$ cat src/design/cabc_defs.svh
// Offsets, field positions, reset values and timing counts for the
// correlator accumulate and blanking control. Pure definitions.
`ifndef CABC_DEFS_SVH
`define CABC_DEFS_SVH

// ==========================================================
// Register map
`define CABC_CTRL_OFS 12'h000
`define CABC_STAT_OFS 12'h004
`define CABC_LEN_LSB 0
`define CABC_RATE_LSB 4
`define CABC_CTRL_RST 6'h00

// ==========================================================
// Timing
`define CABC_CLK_NS 20
`define CABC_PHASE_NS 250
`define CABC_PHASE_CYC (`CABC_PHASE_NS / `CABC_CLK_NS)
`define CABC_SLOT_NS 1500
`define CABC_SLOT_CYC (`CABC_SLOT_NS / `CABC_CLK_NS)
`define CABC_WIN_NS 6000
`define CABC_WIN_CYC (`CABC_WIN_NS / `CABC_CLK_NS)
`define CABC_LOAD_GAP 32
`define CABC_SYNC_NS 500
`define CABC_SYNC_CYC ((`CABC_SYNC_NS + `CABC_CLK_NS - 1) / `CABC_CLK_NS)
`define CABC_STEP_NS 2000000
`define CABC_TEN_S_TICKS 100000

// ==========================================================
// Counts and positions
`define CABC_SLOTS 16
`define CABC_INT_FRAMES 52
`define CABC_DUMP_FRAMES 54
`define CABC_CH_POS 416
`define CABC_TOP_POS 24
`define CABC_BLANK_POS 8
`define CABC_SNAP_BIT 7
`define CABC_LEN_BASE 2

`endif

$ cat src/design/cabc_pkg.sv
// Types shared by the accumulate and blanking control and its sequencer.
// Assumes cabc_defs.svh is compiled alongside.
package cabc_pkg;

	// ==========================================================
	// Phase counter, one bit changes from A to B and B to C, two from C to A
	typedef enum logic [1:0] {
		CABC_PH_A = 2'b00,
		CABC_PH_B = 2'b01,
		CABC_PH_C = 2'b11
	} cabc_phase_t;

	// ==========================================================
	// Card strobes
	typedef struct packed {
		logic card_reset;
		logic card_load;
		logic card_count;
		logic shift_pulse_drive;
		logic strobe_pulse_drive;
	} cabc_strobe_t;

	// Core request
	typedef struct packed {
		logic start;
		logic write;
		logic [8:0] addr;
		logic [24:0] wdata;
	} cabc_core_t;

	typedef logic [25:0][7:0] cabc_bytes_t;

endpackage

$ cat src/design/cabc_top.sv
// Correlator accumulate and blanking control: card strobes, core
// read-modify-write sequencing, blanking timer and rate divider.
// Assumes core read data is valid within one slot of its start pulse.
// Behaviour
// - one card channel served every 720ns
// - address counter selects card and core group
// - top bits of eight channels shifted, added
// - snapshot bit added at eighth bit weight
// - eighth adder output to bit 24 or 8
// - blanking moves card bytes eight at once
// - write source: counters first 416, then knobs
// - word sent as 15 then 5 bits
// - sign bit starts one, toggles per word
// - blanking stops counting, clears stores afterwards
// - integrate active high except during blanking
// - half-cycle flag starts blanking through flops
// - blanking length 4 to 34ms, 2ms ticks
// - divide 10 KHz, align to 10s reference
// - 500ns reset pulse aligns rate divider
// - three-state phase counter forms card strobes
// - Johnson sequencer, sixteen states, one bit steps
// - two-bit decode gives sixteen channel selects
// - first-stage gating blocks illegal sequencer states
// - sequencer reset keeps it aligned
// - shift and strobe drives copy phase outputs
// - core starts every 1.5us, 24 of 30us
`timescale 1ns/100ps
`include "cabc_defs.svh"
module cabc_top import cabc_pkg::*; #(
	parameter int STEP_CYC = `CABC_STEP_NS / `CABC_CLK_NS
) (
	// Clock and reset
	input wire logic i_clk,
	input wire logic i_rst_n,
	// AHB-Lite slave
	input wire logic i_hsel,
	input wire logic [31:0] i_haddr,
	input wire logic [1:0] i_htrans,
	input wire logic i_hwrite,
	input wire logic [2:0] i_hsize,
	input wire logic [31:0] i_hwdata,
	input wire logic i_hready,
	output logic [31:0] o_hrdata,
	output logic o_hreadyout,
	output logic o_hresp,
	// Timing references
	input wire logic i_ref_10k,
	input wire logic i_ref_0p1,
	// Counter store cards
	input wire logic [25:0] i_top_bit_snapshot,
	input wire cabc_bytes_t i_card_bytes,
	output cabc_strobe_t o_strobe,
	output logic [15:0] o_chan_sel,
	output logic [4:0] o_card_sel,
	output logic o_integrate_active,
	output logic o_store_clear,
	// Knob settings
	input wire logic [19:0] i_knob_word,
	output logic [3:0] o_knob_index,
	// Core memory
	input wire logic [19:0] i_core_rdata,
	output cabc_core_t o_core,
	// Computer port
	input wire logic i_computer_word_load,
	input wire logic i_computer_half_select,
	input wire logic i_transfer_start,
	output logic [15:0] o_computer_word
);

	localparam int PH_CYC = `CABC_PHASE_CYC;
	localparam int SLOT_CYC = `CABC_SLOT_CYC;
	localparam int WIN_CYC = `CABC_WIN_CYC;

	function automatic logic [16:0] cabc_half_ticks(input logic [1:0] sel);
		case (sel)
			2'h0: return 17'h001F4;
			2'h1: return 17'h01388;
			default: return 17'h0C350;
		endcase
	endfunction

	// ==========================================================
	// Register file
	logic [5:0] ctrl_r;
	logic wr_pend_r;
	logic [11:0] wr_ofs_r;
	logic [31:0] hrdata_r;
	logic [31:0] stat_w;
	logic acc;
	assign acc = i_hsel & i_hready & i_htrans[1];
	assign o_hreadyout = 1'b1;
	assign o_hresp = 1'b0;
	assign o_hrdata = hrdata_r;

	always_ff @(posedge i_clk or negedge i_rst_n) begin
		if (!i_rst_n) begin
			wr_pend_r <= 1'b0;
			wr_ofs_r <= 12'h000;
			hrdata_r <= 32'h0000_0000;
		end else begin
			wr_pend_r <= acc & i_hwrite;
			wr_ofs_r <= i_haddr[11:0];
			if (acc && !i_hwrite) begin
				if (i_haddr[11:0] == `CABC_CTRL_OFS) begin
					hrdata_r <= {26'h0, ctrl_r};
				end else if (i_haddr[11:0] == `CABC_STAT_OFS) begin
					hrdata_r <= stat_w;
				end else begin
					hrdata_r <= 32'h0000_0000;
				end
			end
		end
	end

	always_ff @(posedge i_clk or negedge i_rst_n) begin
		if (!i_rst_n) begin
			ctrl_r <= `CABC_CTRL_RST;
		end else if (wr_pend_r && wr_ofs_r == `CABC_CTRL_OFS) begin
			ctrl_r <= i_hwdata[5:0];
		end
	end

	// ==========================================================
	// Rate divider from the 10 KHz reference
	logic ref_10k_q, ref_0p1_q;
	logic [16:0] rate_divider_r, half_cnt_r;
	logic [4:0] sync_cnt_r;
	logic tick_10k, sync_hold, half_cycle_sync_flag_r;
	assign tick_10k = i_ref_10k & ~ref_10k_q;
	assign sync_hold = sync_cnt_r != 5'h00;

	always_ff @(posedge i_clk or negedge i_rst_n) begin
		if (!i_rst_n) begin
			ref_10k_q <= 1'b0;
			ref_0p1_q <= 1'b0;
			sync_cnt_r <= 5'h00;
		end else begin
			ref_10k_q <= i_ref_10k;
			ref_0p1_q <= i_ref_0p1;
			if (i_ref_0p1 && !ref_0p1_q) begin
				sync_cnt_r <= 5'(`CABC_SYNC_CYC);
			end else if (sync_hold) begin
				sync_cnt_r <= sync_cnt_r - 5'h01;
			end
		end
	end

	always_ff @(posedge i_clk or negedge i_rst_n) begin
		if (!i_rst_n) begin
			rate_divider_r <= 17'h00000;
			half_cnt_r <= 17'h00000;
			half_cycle_sync_flag_r <= 1'b0;
		end else begin
			half_cycle_sync_flag_r <= 1'b0;
			if (sync_hold) begin
				rate_divider_r <= 17'h00000;
				half_cnt_r <= 17'h00000;
			end else if (tick_10k) begin
				if (rate_divider_r == 17'(`CABC_TEN_S_TICKS - 1)) begin
					rate_divider_r <= 17'h00000;
				end else begin
					rate_divider_r <= rate_divider_r + 17'h00001;
				end
				if (half_cnt_r >= cabc_half_ticks(ctrl_r[5:4]) - 17'h00001) begin
					half_cnt_r <= 17'h00000;
					half_cycle_sync_flag_r <= 1'b1;
				end else begin
					half_cnt_r <= half_cnt_r + 17'h00001;
				end
			end
		end
	end

	// ==========================================================
	// Blanking timer
	logic blank_state_flop_r, blank_line_drivers_r, blank_end;
	logic [16:0] step_cnt_r;
	logic [4:0] blank_ms_counter_r;
	logic dump_r, dump_done_r;
	assign blank_end = blank_line_drivers_r &&
		blank_ms_counter_r == 5'(ctrl_r[3:0] + `CABC_LEN_BASE);

	always_ff @(posedge i_clk or negedge i_rst_n) begin
		if (!i_rst_n) begin
			blank_state_flop_r <= 1'b0;
			blank_line_drivers_r <= 1'b0;
		end else begin
			// Flag only starts a blanking from idle, so a clash with blank_end ends the blanking
			if (half_cycle_sync_flag_r && !blank_state_flop_r) begin
				blank_state_flop_r <= 1'b1;
			end else if (blank_end) begin
				blank_state_flop_r <= 1'b0;
			end
			blank_line_drivers_r <= blank_state_flop_r;
		end
	end
	assign o_integrate_active = ~blank_line_drivers_r;

	always_ff @(posedge i_clk or negedge i_rst_n) begin
		if (!i_rst_n) begin
			step_cnt_r <= 17'h00000;
			blank_ms_counter_r <= 5'h00;
		end else if (!blank_line_drivers_r) begin
			step_cnt_r <= 17'h00000;
			blank_ms_counter_r <= 5'h00;
		end else if (step_cnt_r == 17'(STEP_CYC - 1)) begin
			step_cnt_r <= 17'h00000;
			blank_ms_counter_r <= blank_ms_counter_r + 5'h01;
		end else begin
			step_cnt_r <= step_cnt_r + 17'h00001;
		end
	end

	// ==========================================================
	// Phase counter and card strobes
	cabc_phase_t phase_counter_r;
	logic [3:0] ph_div_r;
	logic ph_tick, chan_step, blank_start;
	assign ph_tick = ph_div_r == 4'(PH_CYC - 1);
	assign chan_step = ph_tick && phase_counter_r == CABC_PH_C;
	assign blank_start = blank_state_flop_r & ~blank_line_drivers_r;

	always_ff @(posedge i_clk or negedge i_rst_n) begin
		if (!i_rst_n) begin
			ph_div_r <= 4'h0;
			phase_counter_r <= CABC_PH_A;
		end else if (sync_hold) begin
			ph_div_r <= 4'h0;
			phase_counter_r <= CABC_PH_A;
		end else begin
			ph_div_r <= ph_tick ? 4'h0 : ph_div_r + 4'h1;
			if (ph_tick) begin
				case (phase_counter_r)
					CABC_PH_A: phase_counter_r <= CABC_PH_B;
					CABC_PH_B: phase_counter_r <= CABC_PH_C;
					default: phase_counter_r <= CABC_PH_A;
				endcase
			end
		end
	end

	always_ff @(posedge i_clk or negedge i_rst_n) begin
		if (!i_rst_n) begin
			o_strobe <= '0;
		end else begin
			o_strobe.card_reset <= ~phase_counter_r[1] & ~phase_counter_r[0];
			o_strobe.card_load <= ~phase_counter_r[1] & phase_counter_r[0];
			o_strobe.card_count <= phase_counter_r[1] & phase_counter_r[0] &
				~blank_line_drivers_r;
			o_strobe.shift_pulse_drive <= phase_counter_r[1];
			o_strobe.strobe_pulse_drive <= phase_counter_r[0];
		end
	end

	cabc_johnson u_johnson (
		.i_clk(i_clk),
		.i_rst_n(i_rst_n),
		.i_step(chan_step),
		.i_sync(sync_hold),
		.o_state(stat_w[23:16]),
		.o_sel(o_chan_sel)
	);

	// ==========================================================
	// Core frame: load window, then sixteen read/write slots
	logic [10:0] frame_cnt_r;
	logic [6:0] slot_cyc_r;
	logic [3:0] slot_r;
	logic [5:0] integration_address_counter_r;
	logic [7:0] top_bit_holding_shift_r;
	logic [7:0][7:0] blank_temp_shift_r;
	logic in_win, frame_end, run, load_now, prep;
	logic [8:0] pos;
	logic [19:0] src, sum;
	assign in_win = frame_cnt_r < 11'(WIN_CYC);
	assign frame_end = !in_win && slot_r == 4'hF && slot_cyc_r == 7'(SLOT_CYC - 1);
	assign run = ~blank_line_drivers_r | dump_r;
	assign load_now = in_win && frame_cnt_r[4:0] == 5'h00 && frame_cnt_r[10:8] == 3'h0;
	assign prep = run && !in_win && !slot_r[0] && slot_cyc_r == 7'(SLOT_CYC - 1);
	assign pos = {integration_address_counter_r, slot_r[3:1]};
	assign o_card_sel = integration_address_counter_r[5:1];
	assign o_knob_index = pos[3:0];
	assign stat_w[15:0] = {3'h0, pos, 1'b0, o_store_clear, dump_r, o_integrate_active};
	assign stat_w[31:24] = 8'h00;

	always_ff @(posedge i_clk or negedge i_rst_n) begin
		if (!i_rst_n) begin
			frame_cnt_r <= 11'h000;
			slot_cyc_r <= 7'h00;
			slot_r <= 4'h0;
		end else if (blank_start || frame_end) begin
			frame_cnt_r <= 11'h000;
			slot_cyc_r <= 7'h00;
			slot_r <= 4'h0;
		end else if (in_win) begin
			frame_cnt_r <= frame_cnt_r + 11'h001;
		end else if (slot_cyc_r == 7'(SLOT_CYC - 1)) begin
			slot_cyc_r <= 7'h00;
			slot_r <= slot_r + 4'h1;
		end else begin
			slot_cyc_r <= slot_cyc_r + 7'h01;
		end
	end

	always_ff @(posedge i_clk or negedge i_rst_n) begin
		if (!i_rst_n) begin
			integration_address_counter_r <= 6'h00;
			dump_r <= 1'b0;
			dump_done_r <= 1'b0;
		end else if (blank_start) begin
			integration_address_counter_r <= 6'h00;
			dump_r <= 1'b1;
			dump_done_r <= 1'b0;
		end else if (!blank_line_drivers_r) begin
			dump_done_r <= 1'b0;
			if (dump_r) begin
				dump_r <= 1'b0;
				integration_address_counter_r <= 6'h00;
			end else if (frame_end) begin
				integration_address_counter_r <=
					(integration_address_counter_r == 6'(`CABC_INT_FRAMES - 1)) ?
					6'h00 : integration_address_counter_r + 6'h01;
			end
		end else if (frame_end && dump_r) begin
			if (integration_address_counter_r == 6'(`CABC_DUMP_FRAMES - 1)) begin
				dump_r <= 1'b0;
				dump_done_r <= 1'b1;
			end else begin
				integration_address_counter_r <= integration_address_counter_r + 6'h01;
			end
		end
	end
	// Stores clear only once their contents are in core
	assign o_store_clear = blank_line_drivers_r & dump_done_r;

	// Snapshot and byte gathering in the load window
	always_ff @(posedge i_clk or negedge i_rst_n) begin
		if (!i_rst_n) begin
			top_bit_holding_shift_r <= 8'h00;
			blank_temp_shift_r <= '0;
		end else if (run && load_now) begin
			top_bit_holding_shift_r <= {i_top_bit_snapshot[o_card_sel],
				top_bit_holding_shift_r[7:1]};
			blank_temp_shift_r <= {i_card_bytes[o_card_sel],
				blank_temp_shift_r[7:1]};
		end else if (prep) begin
			top_bit_holding_shift_r <= top_bit_holding_shift_r >> 1;
			blank_temp_shift_r <= {8'h00, blank_temp_shift_r[7:1]};
		end
	end

	// Adder and write source
	always_comb begin
		if (dump_r) begin
			sum = i_core_rdata + {12'h000, blank_temp_shift_r[0]};
		end else begin
			sum = i_core_rdata + (20'(top_bit_holding_shift_r[0]) << `CABC_SNAP_BIT);
		end
		src = (pos < 9'(`CABC_CH_POS)) ? sum : i_knob_word;
	end

	always_ff @(posedge i_clk or negedge i_rst_n) begin
		if (!i_rst_n) begin
			o_core <= '0;
		end else begin
			o_core.start <= run && !in_win && slot_cyc_r == 7'h00;
			o_core.write <= slot_r[0];
			o_core.addr <= pos;
			if (prep) begin
				o_core.wdata <= {5'h00, src};
				// Knob words go to core untouched while dumping, counter words take sum bit 7 at bit 8; otherwise bit 24 takes it
				if (!dump_r) begin
					o_core.wdata[`CABC_TOP_POS] <= sum[`CABC_SNAP_BIT];
				end else if (pos < 9'(`CABC_CH_POS)) begin
					o_core.wdata[`CABC_BLANK_POS] <= sum[`CABC_SNAP_BIT];
				end
			end
		end
	end

	// ==========================================================
	// Computer word register
	logic next_sign_r;
	always_ff @(posedge i_clk or negedge i_rst_n) begin
		if (!i_rst_n) begin
			o_computer_word <= 16'h0000;
			next_sign_r <= 1'b1;
		end else begin
			if (i_computer_word_load) begin
				o_computer_word[15] <= i_transfer_start | next_sign_r;
				o_computer_word[14:0] <= i_computer_half_select ?
					{10'h000, i_core_rdata[19:15]} : i_core_rdata[14:0];
				next_sign_r <= ~(i_transfer_start | next_sign_r);
			end else if (i_transfer_start) begin
				next_sign_r <= 1'b1;
			end
		end
	end

	// ==========================================================
	// Checks
	logic [7:0] gap_r;
	always_ff @(posedge i_clk or negedge i_rst_n) begin
		if (!i_rst_n) begin
			gap_r <= 8'h00;
		end else begin
			gap_r <= o_core.start ? 8'h01 : ((gap_r == 8'hFF) ? gap_r : gap_r + 8'h01);
		end
	end

	a_start_spacing: assert property (@(posedge i_clk) disable iff (!i_rst_n)
		o_core.start && o_core.write |-> gap_r == 8'h4B)
		else $error("write start not 75 cycles after read");
	a_blank_entry: assert property (@(posedge i_clk) disable iff (!i_rst_n)
		half_cycle_sync_flag_r && o_integrate_active && !blank_state_flop_r |=>
		##1 !o_integrate_active) else $error("blanking did not start");
	a_blank_exit: assert property (@(posedge i_clk) disable iff (!i_rst_n)
		blank_end && !half_cycle_sync_flag_r |=> ##1 o_integrate_active)
		else $error("blanking did not end");
	a_count_stop: assert property (@(posedge i_clk) disable iff (!i_rst_n)
		!o_integrate_active |=> !o_strobe.card_count)
		else $error("counting during blanking");
	a_sync_pulse: assert property (@(posedge i_clk) disable iff (!i_rst_n)
		$rose(i_ref_0p1) |=> sync_hold [*8])
		else $error("divider reset pulse too short");
	a_strobe_copy: assert property (@(posedge i_clk) disable iff (!i_rst_n)
		o_strobe.shift_pulse_drive == $past(phase_counter_r[1]) &&
		o_strobe.strobe_pulse_drive == $past(phase_counter_r[0]))
		else $error("drive copies wrong");
	a_sign_first: assert property (@(posedge i_clk) disable iff (!i_rst_n)
		i_computer_word_load && i_transfer_start |=> o_computer_word[15])
		else $error("first word sign not one");
	a_sign_toggle: assert property (@(posedge i_clk) disable iff (!i_rst_n)
		i_computer_word_load && !i_transfer_start ##1
		(!i_transfer_start) [*1] ##0 i_computer_word_load |=>
		o_computer_word[15] != $past(o_computer_word[15]))
		else $error("sign bit did not toggle");
	a_snap_weight: assert property (@(posedge i_clk) disable iff (!i_rst_n)
		prep && !dump_r && pos < 9'h1A0 |=>
		o_core.wdata[19:0] == $past(i_core_rdata) +
		(20'($past(top_bit_holding_shift_r[0])) << 7))
		else $error("snapshot added at wrong weight");

endmodule

$ cat src/design/cabc_johnson.sv
// Eight-bit Johnson channel sequencer with sixteen channel selects.
// Assumes step is a one-cycle enable and sync a level held over several cycles, both on the common clock.
`timescale 1ns/100ps
`include "cabc_defs.svh"
module cabc_johnson import cabc_pkg::*; (
	// Clock and reset
	input wire logic i_clk,
	input wire logic i_rst_n,
	// Control
	input wire logic i_step,
	input wire logic i_sync,
	// Outputs
	output logic [7:0] o_state,
	output logic [15:0] o_sel
);

	function automatic logic cabc_legal(input logic [7:0] q);
		logic [6:0] d;
		d = q[7:1] ^ q[6:0];
		return (d & (d - 7'h01)) == 7'h00;
	endfunction

	logic [7:0] johnson_sequencer_r;

	// ==========================================================
	// Sequencer
	always_ff @(posedge i_clk or negedge i_rst_n) begin
		if (!i_rst_n) begin
			johnson_sequencer_r <= 8'h00;
		end else if (i_sync) begin
			johnson_sequencer_r <= 8'h00;
		end else if (i_step) begin
			// Illegal pattern falls back to all zero
			if (cabc_legal(johnson_sequencer_r)) begin
				johnson_sequencer_r <= {johnson_sequencer_r[6:0], ~johnson_sequencer_r[7]};
			end else begin
				johnson_sequencer_r <= 8'h00;
			end
		end
	end

	// Two-bit decode of each state
	always_comb begin
		o_sel[0] = ~johnson_sequencer_r[7] & ~johnson_sequencer_r[0];
		o_sel[8] = johnson_sequencer_r[7] & johnson_sequencer_r[0];
		for (int k = 1; k < 8; k++) begin
			o_sel[k] = johnson_sequencer_r[k - 1] & ~johnson_sequencer_r[k];
			o_sel[k + 8] = ~johnson_sequencer_r[k - 1] & johnson_sequencer_r[k];
		end
	end
	assign o_state = johnson_sequencer_r;

	a_johnson_legal: assert property (@(posedge i_clk) disable iff (!i_rst_n)
		cabc_legal(johnson_sequencer_r)) else $error("sequencer left legal set");
	a_johnson_step: assert property (@(posedge i_clk) disable iff (!i_rst_n)
		$past(i_step) && !$past(i_sync) |->
		$countones(johnson_sequencer_r ^ $past(johnson_sequencer_r)) == 1)
		else $error("sequencer step changed more than one bit");
	a_sel_onehot: assert property (@(posedge i_clk) disable iff (!i_rst_n)
		$onehot(o_sel)) else $error("channel select not one-hot");

endmodule

$ cat config.mk
export PLATFORM = sky130hd
export DESIGN_NAME = cabc_top
export DESIGN_NICKNAME = d
export VERILOG_FILES = /design/src/design/cabc_pkg.sv /design/src/design/cabc_top.sv /design/src/design/cabc_johnson.sv
export VERILOG_INCLUDE_DIRS = /design/src /design/src/design
export SDC_FILE = /design/constraint.sdc
export NUM_CORES = 1
export LEC_CHECK = 0
export ABC_CLOCK_PERIOD_IN_PS = 5000
export BUFFER_PORTS_ARGS = -buffer_cell sky130_fd_sc_hd__clkbuf_2
export CORE_AREA = 4 4 180 182
export DETAILED_ROUTE_END_ITERATION = 10
export DIE_AREA = 0 0 184 186
export GPL_TIMING_DRIVEN = 0
export HOLD_SLACK_MARGIN = 0.03
export PLACE_DENSITY = 0.82
export SLEW_MARGIN = 20
export SYNTH_ARGS = -nofsm -noshare
export SYNTH_HDL_FRONTEND = slang
export SYNTH_SLANG_ARGS = --single-unit
$ cat constraint.sdc
create_clock -name i_clk -period 5 [get_ports i_clk]
set_input_delay 0.75 -clock i_clk [delete_from_list [all_inputs] [get_ports i_clk]]
set_output_delay 0.75 -clock i_clk [all_outputs]
set_load 0.02 [all_outputs]
# Word level (Yosys, flattened, before mapping)

Index checks and enable logic that the tools add are counted.

Register bits: 270
Output and inout port bits: 118
Word-level logic and storage cells: 229
Memory bits (writable): 0
Bits in read-only memories: 0
Latch bits: 0
Memories kept: 0
Input bits: 353

Magnitude comparators: 4
$add $sub $neg: 14
$mul: 0
Eq/ne operators: 16
Multiplexer cells: 66
Reductions and logical operators: 44
Bitwise operators: 43
Shift operators: 0
Div/mod/pow operators: 0

Operator list:

| kind                    | number |
|---|---|
| $mux W64                | 2 |
| $mux W17                | 7 |
| $mux W8                 | 6 |
| $mux W6                 | 7 |
| $add A20 B8 Y20         | 2 |
| $bmux W8 S5             | 1 |
| $mux W20                | 2 |
| $add A17 B1 Y17 const B | 2 |
| $mux W32                | 1 |
| $pmux W16 S2            | 1 |
| $and A1 B1 Y1           | 26 |
| $logic_not A12 Y1       | 2 |
| $mux W24                | 1 |
| $mux W11                | 2 |
| $mux W7                 | 3 |
| $mux W4                 | 5 |
| $mux W5                 | 4 |
| $mux W1                 | 19 |
| $reduce_bool A2 Y1      | 9 |
| $eq A17 B17 Y1 const B  | 1 |
| $ge A17 B17 Y1          | 1 |
| $sub A17 B1 Y17 const B | 1 |
| $logic_and A1 B1 Y1     | 16 |
| $mux W15                | 1 |
| 38 further kinds        | 65 |

# Depth between registers and ports, before layout

Gate-level depths: netlist (run 1).

Word-level depth: 9
Gate-level depth with buffers: 11
Gate-level depth less buffers: 10

# Hierarchy

From an unflattened synthesis (run 1), not the netlist that was laid out.

Cells, all modules: 1246
Area, all modules: 14144.8 µm²

By module, submodules not included:

| module       | area an instance (µm²) | instances | cells an instance | seq. area each (µm²) |
|---|---|---|---|---|
| cabc_top     | 13559.3                | 1         | 1197              | 6282.3 |
| cabc_johnson | 585.6                  | 1         | 49                | 200.2 |

# Least setup slack after synthesis (run 1)

No wires, ideal clock.

Path kind: flip-flop to flip-flop
From: register integration_address_counter_r[1]
To: register integration_address_counter_r[4]
Slack: 2.177 ns
Period minus slack after synthesis: 2.823 ns
Path buffers: 4
Setup time: 0.080 ns
Arrival time: 2.743 ns
Data required time: 4.920 ns
Cell stages (with the launch flop): 12
Path through: dfrtp_1 -> buf_4 -> buf_2 -> buf_2 -> buf_4 -> inv_1 -> ha_1 -> and3_1 -> o41ai_4 -> o311ai_2 -> or4_1 -> o211ai_2

Longest elaborated chain between the ends: 6
Elaborated cells on any way between the ends: 12
Those cells by class: add/sub: 1; eq/ne: 3; mux: 7; reduce/logical: 1

RTL lines:

| item                                          | RTL line                                          | RTL |
|---|---|---|
| from (decl)                                   | cabc_top.sv:269                                   | `logic [5:0] integration_address_counter_r;` |
| from (signal assigned)                        | cabc_top.sv:320                                   | `integration_address_counter_r <=` |
| from (signal assigned)                        | cabc_top.sv:329                                   | `integration_address_counter_r <= integration_address_counter_r + 6'h01;` |
| $add A6 B1 Y6 or $eq A6 B6 Y1 (tied branches) | cabc_top.sv:322, cabc_top.sv:329, cabc_top.sv:321 |  |
| $mux W6                                       | cabc_top.sv:321                                   | `` (integration_address_counter_r == 6'(`CABC_INT_FRAMES - 1)) ? `` |
| $mux W6                                       | cabc_top.sv:319                                   | `end else if (frame_end) begin` |
| $mux W6                                       | cabc_top.sv:316                                   | `if (dump_r) begin` |
| $mux W6                                       | cabc_top.sv:314                                   | `end else if (!blank_line_drivers_r) begin` |
| $mux W6                                       | cabc_top.sv:310                                   | `end else if (blank_start) begin` |

Parallel ways exist; a longest one is shown, timed or not. The select of a mux whose other input is x is not followed.
A chain may end at the register's enable or synchronous reset.

# Final worst setup path (run 1)

Ends and elaborated chain as after synthesis.

==> impl_metrics.tcl, run 1 <==
set metrics [dict create \
    crit_required_ps 5460 \
    holdBufCountCts 0 \
    wire_per_inst_um 20.55 \
    gr-total-overflow 0 \
    grt_pass1_vias 12190 \
    switching_share_pct 23.12 \
    grt_usage_pct 24.08 \
    combinationalPowerShare_pct 9.4 \
    root_buffer "clkbuf_16" \
    antenna_found_initial 2 \
    drtAntennaViolNets 0 \
    cts_resized 0 \
    via_per_inst 5.697 \
    syn2layout_area_growth_pct 25.09 \
    initial_utilization_pct 46.09 \
    fin_crit_ps 3342 \
    fmax_mhz 299.2 \
    p_per_area_mw_per_mm2 263.7 \
    worstSetupPathType "flip-flop to flip-flop" \
    synth_ff_type "dfrtp_1" \
    dp_cells 2076 \
    ff2ff_setup_slack_ps 1660 \
    yosys_warnings 0 \
    synth_top_cell_by_area "dfrtp_1" \
    drt_iter0_drc 1013 \
    p_sw_uw 1076 \
    cts_buffers 26 \
    clkTransAtPathRegs_ps 70 \
    arrival_ps 3800 \
    cap_viol_max_count 0 \
    synthTopCellsByArea "dfrtp_1 (46%), mux4_2 (8.3%), mux2_2 (6.2%)" \
    gr-usage-met1_pct 32.17 \
    internal_power_uw 3575 \
    dr.pass1.iters 5 \
    synth_cell_types 79 \
    pwr-share-seq_pct 46.9 \
    hold_viol_final 0 \
    worst_slew_pin_slew_ps 1013 \
    synth.top_cell.area_share_pct 45.80 \
    ys_seq_area_share_pct 45.98 \
    fin_skew_ps 24.49 \
    clk_path_buf_depth 3 \
    grt_pass1_wl_um 65790 \
    cts_tree "built" \
    via_count 12110 \
    synth_area_mm2 0.01410 \
    clock_latency_ps 540 \
    row_count 64 \
    die_h_um 186 \
    fin_nets 2111 \
    core_mm2 0.03059 \
    end_kind "flip-flop" \
    grt_use_met2_pct 39.92 \
    slew_headroom_pct 30.72 \
    drt-total-wl_um 43660 \
    ir_drop_uv 194.5 \
    dieArea_mm2 0.03422 \
    cts_sinks 259 \
    cp_max_fo 10 \
    stdcell_count 2125 \
    syn_avg_cell_area_um2 11.18 \
    outcome "complete, no violations" \
    synth-edff-count 0 \
    io_buffers 401 \
    die_x_um 184 \
    grt_max_degree 91 \
    synthArstFlopShare_pct 100.0 \
    drive_gt1_share_pct 37.29 \
    hold_class "input pin to asynchronous set/reset pin" \
    period_share_pct 66.84 \
    postCtsSetupBuffers 0 \
    crit_path_start_kind "flip-flop" \
    power.share.clock_pct 43.7 \
    setup_viol 0 \
    globalRouteMet3Util_pct 3.909 \
    cts_max_level 1 \
    synthCells 1261 \
    gp_congestion 0.9239 \
    setup_tns_ps 0 \
    post-dp-hpwl_um 34260 \
    drv_slew 0 \
    num-fill-cells 2550 \
    post-route-drc-count 0 \
    top_usage_layer "met2" \
    power_leakage_uw 0.008500 \
    synth-seq-cells 259 \
    rsz0062_at_grt "no" \
    ios 471 \
]
-- logic make-up (layout without fill, tap and decap cells) --
group,after synthesis,in the layout,share of synthesized area [%]
DFF,259,259,45.98
other,2,20,0.05327
adders and majority gates,50,50,4.491
and+or+nand+nor,361,361,13.23
buffers and inverters,132,582,4.500
AOI/OAI and AO/OA,245,245,11.81
xor gates and xnor gates,49,49,3.044
muxes,163,163,16.88
-- stage by stage --
step / instance area [um^2] / worst slack, ps / util, % / power [uW] / hold WS [ps]
after detailed placement: 16720 / 1658 / 54.67 / 2652 / 457.0
after CTS: 17630 / 1655 / 57.63 / 4687 / 263.7
final: 17630 / 1658 / 57.65 / 4651 / 241.9
after floorplan: 14160 / 2177 / - / 2406 / 370.0
after global routing: 17630 / 1445 / 57.65 / 4833 / 299.0
after global placement: 16660 / -2011 / 54.46 / 2632 / 437.7
-- path summary, 6_finish.rpt --
path,to,cells past startpoint,start
setup / recovery,integration_address_counter_r[4],11,integration_address_counter_r[1]
hold / removal,step_cnt_r[7],1,i_rst_n
setup reg to reg,integration_address_counter_r[4],11,integration_address_counter_r[1]
hold reg to reg,o_core[30],0,integration_address_counter_r[2]
max in group asynchronous,blank_temp_shift_r[49],3,i_rst_n
min in group i_clk,wr_ofs_r[8],1,i_haddr[8]
-- cell type report --
| class | instances | area, um^2 | share of cell area (%) |
|---|---|---|---|
| multi-input combinational | 886 | 7041 | 39.92 |
| clock inverter | 9 | 140.1 | 0.7947 |
| sequential | 259 | 6482 | 36.76 |
| antenna | 2 | 5.005 | 0.02838 |
| clock buffer | 38 | 765.7 | 4.342 |
| timing repair buffer | 403 | 2071 | 11.74 |
| tap | 396 | 495.5 | 2.810 |
| inverter | 40 | 150.1 | 0.8514 |
| buffer | 92 | 484.2 | 2.746 |
-- registers in the layout (all words and copies together), names as in the netlist, 6 cells and up --
register,count
frame_cnt_r,11
half_cnt_r,17
step_cnt_r,17
o_core,32
u_johnson.o_state,8
slot_cyc_r,7
integration_address_counter_r,6
o_hrdata,21
o_computer_word,16
ctrl_r,6
blank_temp_shift_r,64
top_bit_holding_shift_r,8
wr_ofs_r,12
-- cell usage after synthesis, types with 12 or more instances --
library cell,number
inv_1,40
mux2_2,78
nor2_1,94
a21oi_1,57
mux2i_1,33
nand3b_1,13
mux4_2,52
xnor2_1,25
clkbuf_1,41
o21ai_0,62
ha_1,49
xor2_1,24
buf_4,28
nand2_1,75
nor3_1,22
buf_2,21
dfrtp_1,258
nor2b_1,17
and3_1,22
a22o_1,40
nand4_1,12
nand3_1,42
-- worst max-delay path, cell delays in order, from the launching register on --
cell and delay (ps):
dfrtp_1 450, buf_4 220, buf_2 350, buf_2 380, buf_4 280, inv_1 70, ha_1 190, and3_1 190
o41ai_4 230, o311ai_2 240, or4_1 570, o211ai_2 80
-- cell usage in the layout (no fill, tap or decap), types with 25 or more instances in the layout --
| cell | instances |
|---|---|
| a21oi_1 | 57 |
| a22o_1 | 40 |
| buf_4 | 28 |
| clkbuf_1 | 46 |
| clkbuf_16 | 26 |
| clkbuf_2 | 400 |
| dfrtp_1 | 258 |
| ha_1 | 49 |
| inv_1 | 40 |
| mux2_2 | 78 |
| mux2i_1 | 33 |
| mux4_2 | 52 |
| nand2_1 | 75 |
| nand3_1 | 42 |
| nor2_1 | 94 |
| o21ai_0 | 61 |
| xnor2_1 | 25 |
-- layer usage --
layer / vias to the layer above / wire length (um) / share of wire, %
li1: 5494 / - / -
met4: 0 / 1471 / 3.4
met2: 599 / 21320 / 49
met5: - / 0 / 0
met3: 84 / 3731 / 8.5
met1: 5930 / 17140 / 39
-- power by group through the flow --
stage / Clock, uW / Combinational [uW] / Sequential (uW)
6_report: 2030 / 438 / 2180
5_1_grt: 2160 / 483 / 2190
3_5_place_dp: 0 / 434 / 2220
3_3_place_gp: 0 / 415 / 2220
4_1_cts: 2070 / 438 / 2180
2_1_floorplan: 0 / 175 / 2230
Power figures use the tool's default switching activity.
==> inputs of run 2 (changes only) <==
--- a/config.mk
+++ b/config.mk
@@ -6,14 +6,15 @@
 export SDC_FILE = /design/constraint.sdc
 export NUM_CORES = 1
 export LEC_CHECK = 0
-export ABC_CLOCK_PERIOD_IN_PS = 5000
+export ABC_AREA = 1
+export ABC_CLOCK_PERIOD_IN_PS = 2900
 export BUFFER_PORTS_ARGS = -buffer_cell sky130_fd_sc_hd__clkbuf_2
-export CORE_AREA = 4 4 180 182
+export CORE_MARGIN = 4
+export CORE_UTILIZATION = 47
 export DETAILED_ROUTE_END_ITERATION = 10
-export DIE_AREA = 0 0 184 186
 export GPL_TIMING_DRIVEN = 0
 export HOLD_SLACK_MARGIN = 0.03
-export PLACE_DENSITY = 0.82
+export PLACE_DENSITY = 0.85
 export SLEW_MARGIN = 20
 export SYNTH_ARGS = -nofsm -noshare
 export SYNTH_HDL_FRONTEND = slang
==> constraint.sdc (replaced) <==
create_clock -name i_clk -period 2.9 [get_ports i_clk]
set_input_delay 0.435 -clock i_clk [delete_from_list [all_inputs] [get_ports i_clk]]
set_output_delay 0.435 -clock i_clk [all_outputs]
set_load 0.02 [all_outputs]
==> impl_metrics.tcl, run 2 <==
set metrics [dict create \
    yosys-top-cells-count "nand2_1 (628), dfrtp_1 (258), nor2_1 (204)" \
    regMostFlops "blank_temp_shift_r" \
    arrival_ps 2990 \
    dr.pass1.iters 5 \
    outcome "complete, no violations" \
    worstSetupPathType "flip-flop to flip-flop" \
    synth.most_common_cell "nand2_1" \
    hold_viol_final 0 \
    initial_utilization_pct 48.18 \
    synthTopCellsByArea "dfrtp_1 (43%), nand2_1 (16%), nand3_1 (5.4%)" \
    drv_slew 0 \
    clk_path_buf_depth 3 \
    wire_per_inst_um 18.42 \
    post-dp-hpwl_um 42310 \
    cap_viol_max_count 0 \
    cts_buffers 27 \
    cts_tree "built" \
    ff2ff_setup_slack_ps 320 \
    clkTransAtPathRegs_ps 60 \
    die_h_um 186.2 \
    syn2layout_area_growth_pct 24.29 \
    grt_usage_pct 29.03 \
    drt_iter0_drc 1503 \
    num-fill-cells 2805 \
    final_common_cell "nand2_1" \
    grt_pass1_wl_um 79860 \
    synth_ff_type "dfrtp_1" \
    synth-edff-count 0 \
    drive_gt1_share_pct 21.62 \
    synth.top_cell.area_share_pct 43.24 \
    synth_area_mm2 0.01493 \
    yosys_warnings 0 \
    via_count 15710 \
    cp_max_fo 10 \
    drt-total-wl_um 53320 \
    power_leakage_uw 0.009644 \
    grt_max_degree 89 \
    via_per_inst 5.427 \
    setup_viol 0 \
    dp_cells 2841 \
    rsz0062_at_grt "no" \
    io_buffers 402 \
    period_share_pct 88.83 \
    antenna_found_initial 1 \
    grt_pass1_vias 14860 \
    core_mm2 0.03099 \
    largest_reg_flops 64 \
    slew_headroom_pct 38.46 \
    post-route-drc-count 0 \
    gr-total-overflow 0 \
    layout_common_cells "nand2_1 (628), clkbuf_2 (401), dfrtp_1 (258)" \
    worst_slew_pin_slew_ps 919.7 \
    synth_top_cell_by_area "dfrtp_1" \
    syn_avg_cell_area_um2 7.377 \
    drtAntennaViolNets 0 \
    gp_congestion 1.086 \
    p_per_area_mw_per_mm2 434.6 \
    synth_cell_types 48 \
    row_count 64 \
    ir_drop_uv 483.9 \
    fin_skew_ps 11.13 \
    synth-seq-cells 259 \
    stdcell_count 2895 \
    synthCells 2024 \
    hold_class "input pin to flip-flop" \
    fmax_mhz 388.2 \
    root_buffer "clkbuf_16" \
    ios 471 \
    end_kind "flip-flop" \
    ys_seq_area_share_pct 43.42 \
    multi_input_area_mm2 0.007223 \
    finalWorstSetupSlack_ps 324.0 \
    synthArstFlopShare_pct 100.0 \
    pre_cts_ws_ps 376.4 \
    dieArea_mm2 0.03468 \
    die_x_um 186.2 \
    crit_required_ps 3310 \
    crit_path_start_kind "flip-flop" \
    cts_max_level 1 \
    fin_crit_ps 2576 \
    register_area_mm2 0.006482 \
    clock_latency_ps 530 \
    fin_nets 2887 \
    cts_sinks 259 \
]
-- run 2: changes by cell type in the layout (fill, tap and decap cells not counted), sizes merged, moves of 52 or more --
| cell | previous run | this run |
|---|---|---|
| o21ai | 67 | 152 |
| mux2 | 78 | 6 |
| nand3 | 42 | 162 |
| inv | 40 | 175 |
| nor2 | 95 | 209 |
| nand2 | 75 | 631 |
| mux4 | 52 | 0 |
-- run 2: critical path, stage by stage (launching register included) --
cell     delay [ps]
dfrtp_1         400
buf_2           210
inv_1            60
nor2_1          520
buf_2           420
nand2_1          80
a21oi_1         240
nor3_1          120
nand2_1          70
nand3_1          90
nand3_1         170
nand2_1          60
-- run 2: area by class of cell --
| class | count | share of cell area, % |
|---|---|---|
| well taps | 396 | 2.670 |
| repair buffers | 415 | 11.87 |
| plain buffers | 108 | 3.263 |
| diodes | 1 | 0.01348 |
| flip-flops and latches | 259 | 34.93 |
| multi-input cells | 1494 | 38.92 |
| clock inverters | 10 | 0.7416 |
| clock buffers | 33 | 3.924 |
| inverters | 179 | 3.661 |
-- run 2: metrics by stage --
step | instance area, um^2 | hold WS (ps) | total power [uW] | setup TNS [ps] | utilization, %
after floorplan | 14990 | 139.4 | 4188 | 0 | -
after global placement | 17500 | 421.2 | 4621 | -974370 | 56.46
after detailed placement | 17590 | 404.9 | 4658 | 0 | 56.76
after CTS | 18560 | 31.83 | 8117 | 0 | 59.88
after global routing | 18560 | 31.72 | 8359 | 0 | 59.88
final | 18560 | 41.38 | 8065 | 0 | 59.88
-- run 2: logic make-up (layout without fill, tap and decap cells) --
| family | Yosys count | in the layout | share of synthesized area (%) |
|---|---|---|---|
| adders and majority gates | 50 | 50 | 4.240 |
| AOI/OAI and AO/OA | 296 | 296 | 11.00 |
| DFF | 259 | 259 | 43.42 |
| xor gates and xnor gates | 33 | 33 | 1.936 |
| other | 2 | 19 | 0.05030 |
| and+or+nand+nor | 1091 | 1091 | 30.29 |
| buffers and inverters | 287 | 745 | 8.606 |
| muxes | 6 | 6 | 0.4525 |
-- run 2: path summary, 6_finish.rpt --
check                                                       from                endpoint  cells after the start
worst max-delay path            integration_address_counter_r[2]  blank_temp_shift_r[56]                     11
worst min-delay path                                  i_haddr[7]             wr_ofs_r[7]                      1
worst max register to register  integration_address_counter_r[2]  blank_temp_shift_r[56]                     11
worst min register to register                blank_state_flop_r    blank_line_drivers_r                      0
max in group asynchronous                                i_rst_n    u_johnson.o_state[6]                      4
min in group asynchronous                                i_rst_n              o_core[16]                      2
-- run 2: timing repair --
action,4_1_cts,5_1_grt
resized for setup,0,0
hold buffers,10,0
endpoints found under the hold margin,54,0
setup buffers,0,0
-- run 2: metal layers --
metal / GRT usage (%) / wire length, um / part of all wire [%] / vias up
li1: - / - / - / 7471
met1: 40.48 / 21830 / 41 / 7350
met2: 47.04 / 24820 / 47 / 776
met3: 5.640 / 5061 / 9.5 / 114
met4: 7.287 / 1613 / 3.0 / 0
met5: 0 / 0 / 0 / -
-- run 2: where the power goes --
part	switching, uW	internal (uW)
clock network	1420	2040
registers	64.8	3710
logic	487	344
==> inputs of run 3 (changes only) <==
--- a/config.mk
+++ b/config.mk
@@ -13,7 +13,7 @@
 export CORE_UTILIZATION = 47
 export DETAILED_ROUTE_END_ITERATION = 10
 export GPL_TIMING_DRIVEN = 0
-export HOLD_SLACK_MARGIN = 0.03
+export HOLD_SLACK_MARGIN = 0.12
 export PLACE_DENSITY = 0.85
 export SLEW_MARGIN = 20
 export SYNTH_ARGS = -nofsm -noshare
==> constraint.sdc (replaced) <==
create_clock -name i_clk -period 2.9 [get_ports i_clk]
set_input_delay 0.435 -clock i_clk [delete_from_list [all_inputs] [get_ports i_clk]]
set_output_delay 0.435 -clock i_clk [all_outputs]
set_load 0.005 [all_outputs]
==> impl_metrics.tcl, run 3 (synthesis results as in run 2) <==
set metrics [dict create \
    outcome "complete, no violations" \
    clkTransAtPathRegs_ps 70 \
    rsz0062_at_grt "no" \
    drt_iter0_drc 1345 \
    syn2layout_area_growth_pct 24.70 \
    cts_sinks 259 \
    fmax_mhz 388.7 \
    cap_viol_max_count 0 \
    postPlaceCellArea_mm2 0.01759 \
    via_per_inst 5.442 \
    hold_class "input pin to flip-flop" \
    dieArea_mm2 0.03468 \
    root_buffer "clkbuf_16" \
    fin_nets 2893 \
    drtAntennaViolNets 0 \
    gp_congestion 1.086 \
    fin_skew_ps 15.04 \
    antenna_found_initial 1 \
    layout_common_cells "nand2_1 (628), clkbuf_2 (401), dfrtp_1 (258)" \
    grt_max_degree 89 \
    via_count 15790 \
    worstHoldStart "i_hwdata[5]" \
    critPathMostFrequentCell "nand2_1" \
    drt-total-wl_um 53720 \
    final_area_mm2 0.01862 \
    reg2reg_from "ctrl_r[5]" \
    end_kind "flip-flop" \
    dr.pass1.iters 7 \
    crit_chain "nor2_1 -> inv_1 -> ha_1 -> a21o_1 -> o21ai_0 -> nand2_1 -> nand2_1 -> nand3_1 -> nor2_2 -> buf_2 -> nand2_1 -> o21ai_1" \
    hold_ws_ps 140.2 \
    cts_buffers 27 \
    r2r_cells 12 \
    cp_max_fo 10 \
    p_per_area_mw_per_mm2 431.3 \
    postCtsSetupBuffers 0 \
    die_x_um 186.2 \
    grt_pass1_vias 14890 \
    clock_latency_ps 530 \
    hold_viol_final 0 \
    hold-path-cell-count 2 \
    grt_usage_pct 29.19 \
    power_leakage_uw 0.009669 \
    cpMaxStageDelayCell "dfrtp_1" \
    clk_path_buf_depth 3 \
    period_share_pct 88.70 \
    cts_tree "built" \
    core_mm2 0.03099 \
    worstHoldEndpoint "ctrl_r[5]" \
    r2r-end "half_cnt_r[15]" \
    ir_drop_uv 462.4 \
    drive_gt1_share_pct 21.57 \
    cts_max_level 1 \
    arrival_ps 3010 \
    post-route-drc-count 0 \
    setup_viol 0 \
    gr-total-overflow 0 \
    ios 471 \
    grt_pass1_wl_um 80300 \
    ff2ff_setup_slack_ps 330 \
    io_buffers 402 \
    regMostFlops "blank_temp_shift_r" \
    slew_headroom_pct 36.57 \
    worstSetupPathType "flip-flop to flip-flop" \
    fin_crit_ps 2572 \
    cts_resized 0 \
    num-fill-cells 2806 \
    row_count 64 \
    wire_per_inst_um 18.52 \
    die_h_um 186.2 \
    drv_slew 0 \
    largest_reg_flops 64 \
    crit_path_start_kind "flip-flop" \
    final_common_cell "nand2_1" \
    initial_utilization_pct 48.18 \
    cpPeakStageDelay_ps 450 \
    post-dp-hpwl_um 42310 \
    worst_slew_pin_slew_ps 947.9 \
    crit_required_ps 3340 \
    crit_start "ctrl_r[5]" \
]
-- run 3: critical path, delay by kind of cell, from the launching register on --
family / cells / cell delay [ps]
AND/OR/NAND/NOR: 6 / 910
flip-flops: 1 / 450
buffers and inverters: 2 / 410
AO/OA/AOI/OAI: 3 / 380
adder cells (fa/ha/maj): 1 / 320
-- run 3: how the worst max path moves through the flow --
stage	cells past startpoint	to	slack, ps
after floorplan	12	half_cnt_r[15]	850
after global placement	1	integration_address_counter_r[2]	-3790
after detailed placement	12	half_cnt_r[16]	380
after CTS	12	half_cnt_r[15]	350
after global routing	12	half_cnt_r[16]	100
final	12	half_cnt_r[15]	330
-- run 3: cell type report --
type	instances	area, um^2	share of cell area [%]
inverters	179	679.4	3.649
well taps	396	495.5	2.661
clock buffers	33	728.2	3.911
repair buffers	421	2263	12.16
plain buffers	108	605.6	3.253
multi-input cells	1494	7223	38.80
clock inverters	10	137.6	0.7392
flip-flops and latches	259	6482	34.82
diodes	1	2.502	0.01344
-- run 3: per-stage QoR --
step	std cells	setup TNS, ps	power [uW]	worst slack (ps)	utilization, %
2_1_floorplan	2040	0	4131	847.8	-
3_3_place_gp	2838	-974370	4564	-3792	56.46
3_5_place_dp	2841	0	4601	376.4	56.76
4_1_cts	2900	0	8066	354.6	60.07
5_1_grt	2900	0	8316	103.8	60.07
6_report	2901	0	8031	327.6	60.08
-- run 3: power by group --
part	internal (uW)	total (uW)	switching, uW
logic	348	785	437
clock network	2040	3470	1430
registers	3710	3780	66.5
total	6100	8030	1930
-- run 3: layer usage --
metal / vias up / wire length (um) / track usage [%]
li1: 7477 / - / -
met1: 7444 / 22120 / 40.60
met2: 751 / 24970 / 47.26
met3: 114 / 5028 / 5.776
met4: 0 / 1597 / 7.432
met5: - / 0 / 0
-- run 3: timing repair --
item / in CTS / in global routing
endpoints found under the setup margin: 0 / 0
endpoints found under the hold margin: 60 / 0
hold buffers: 16 / 0
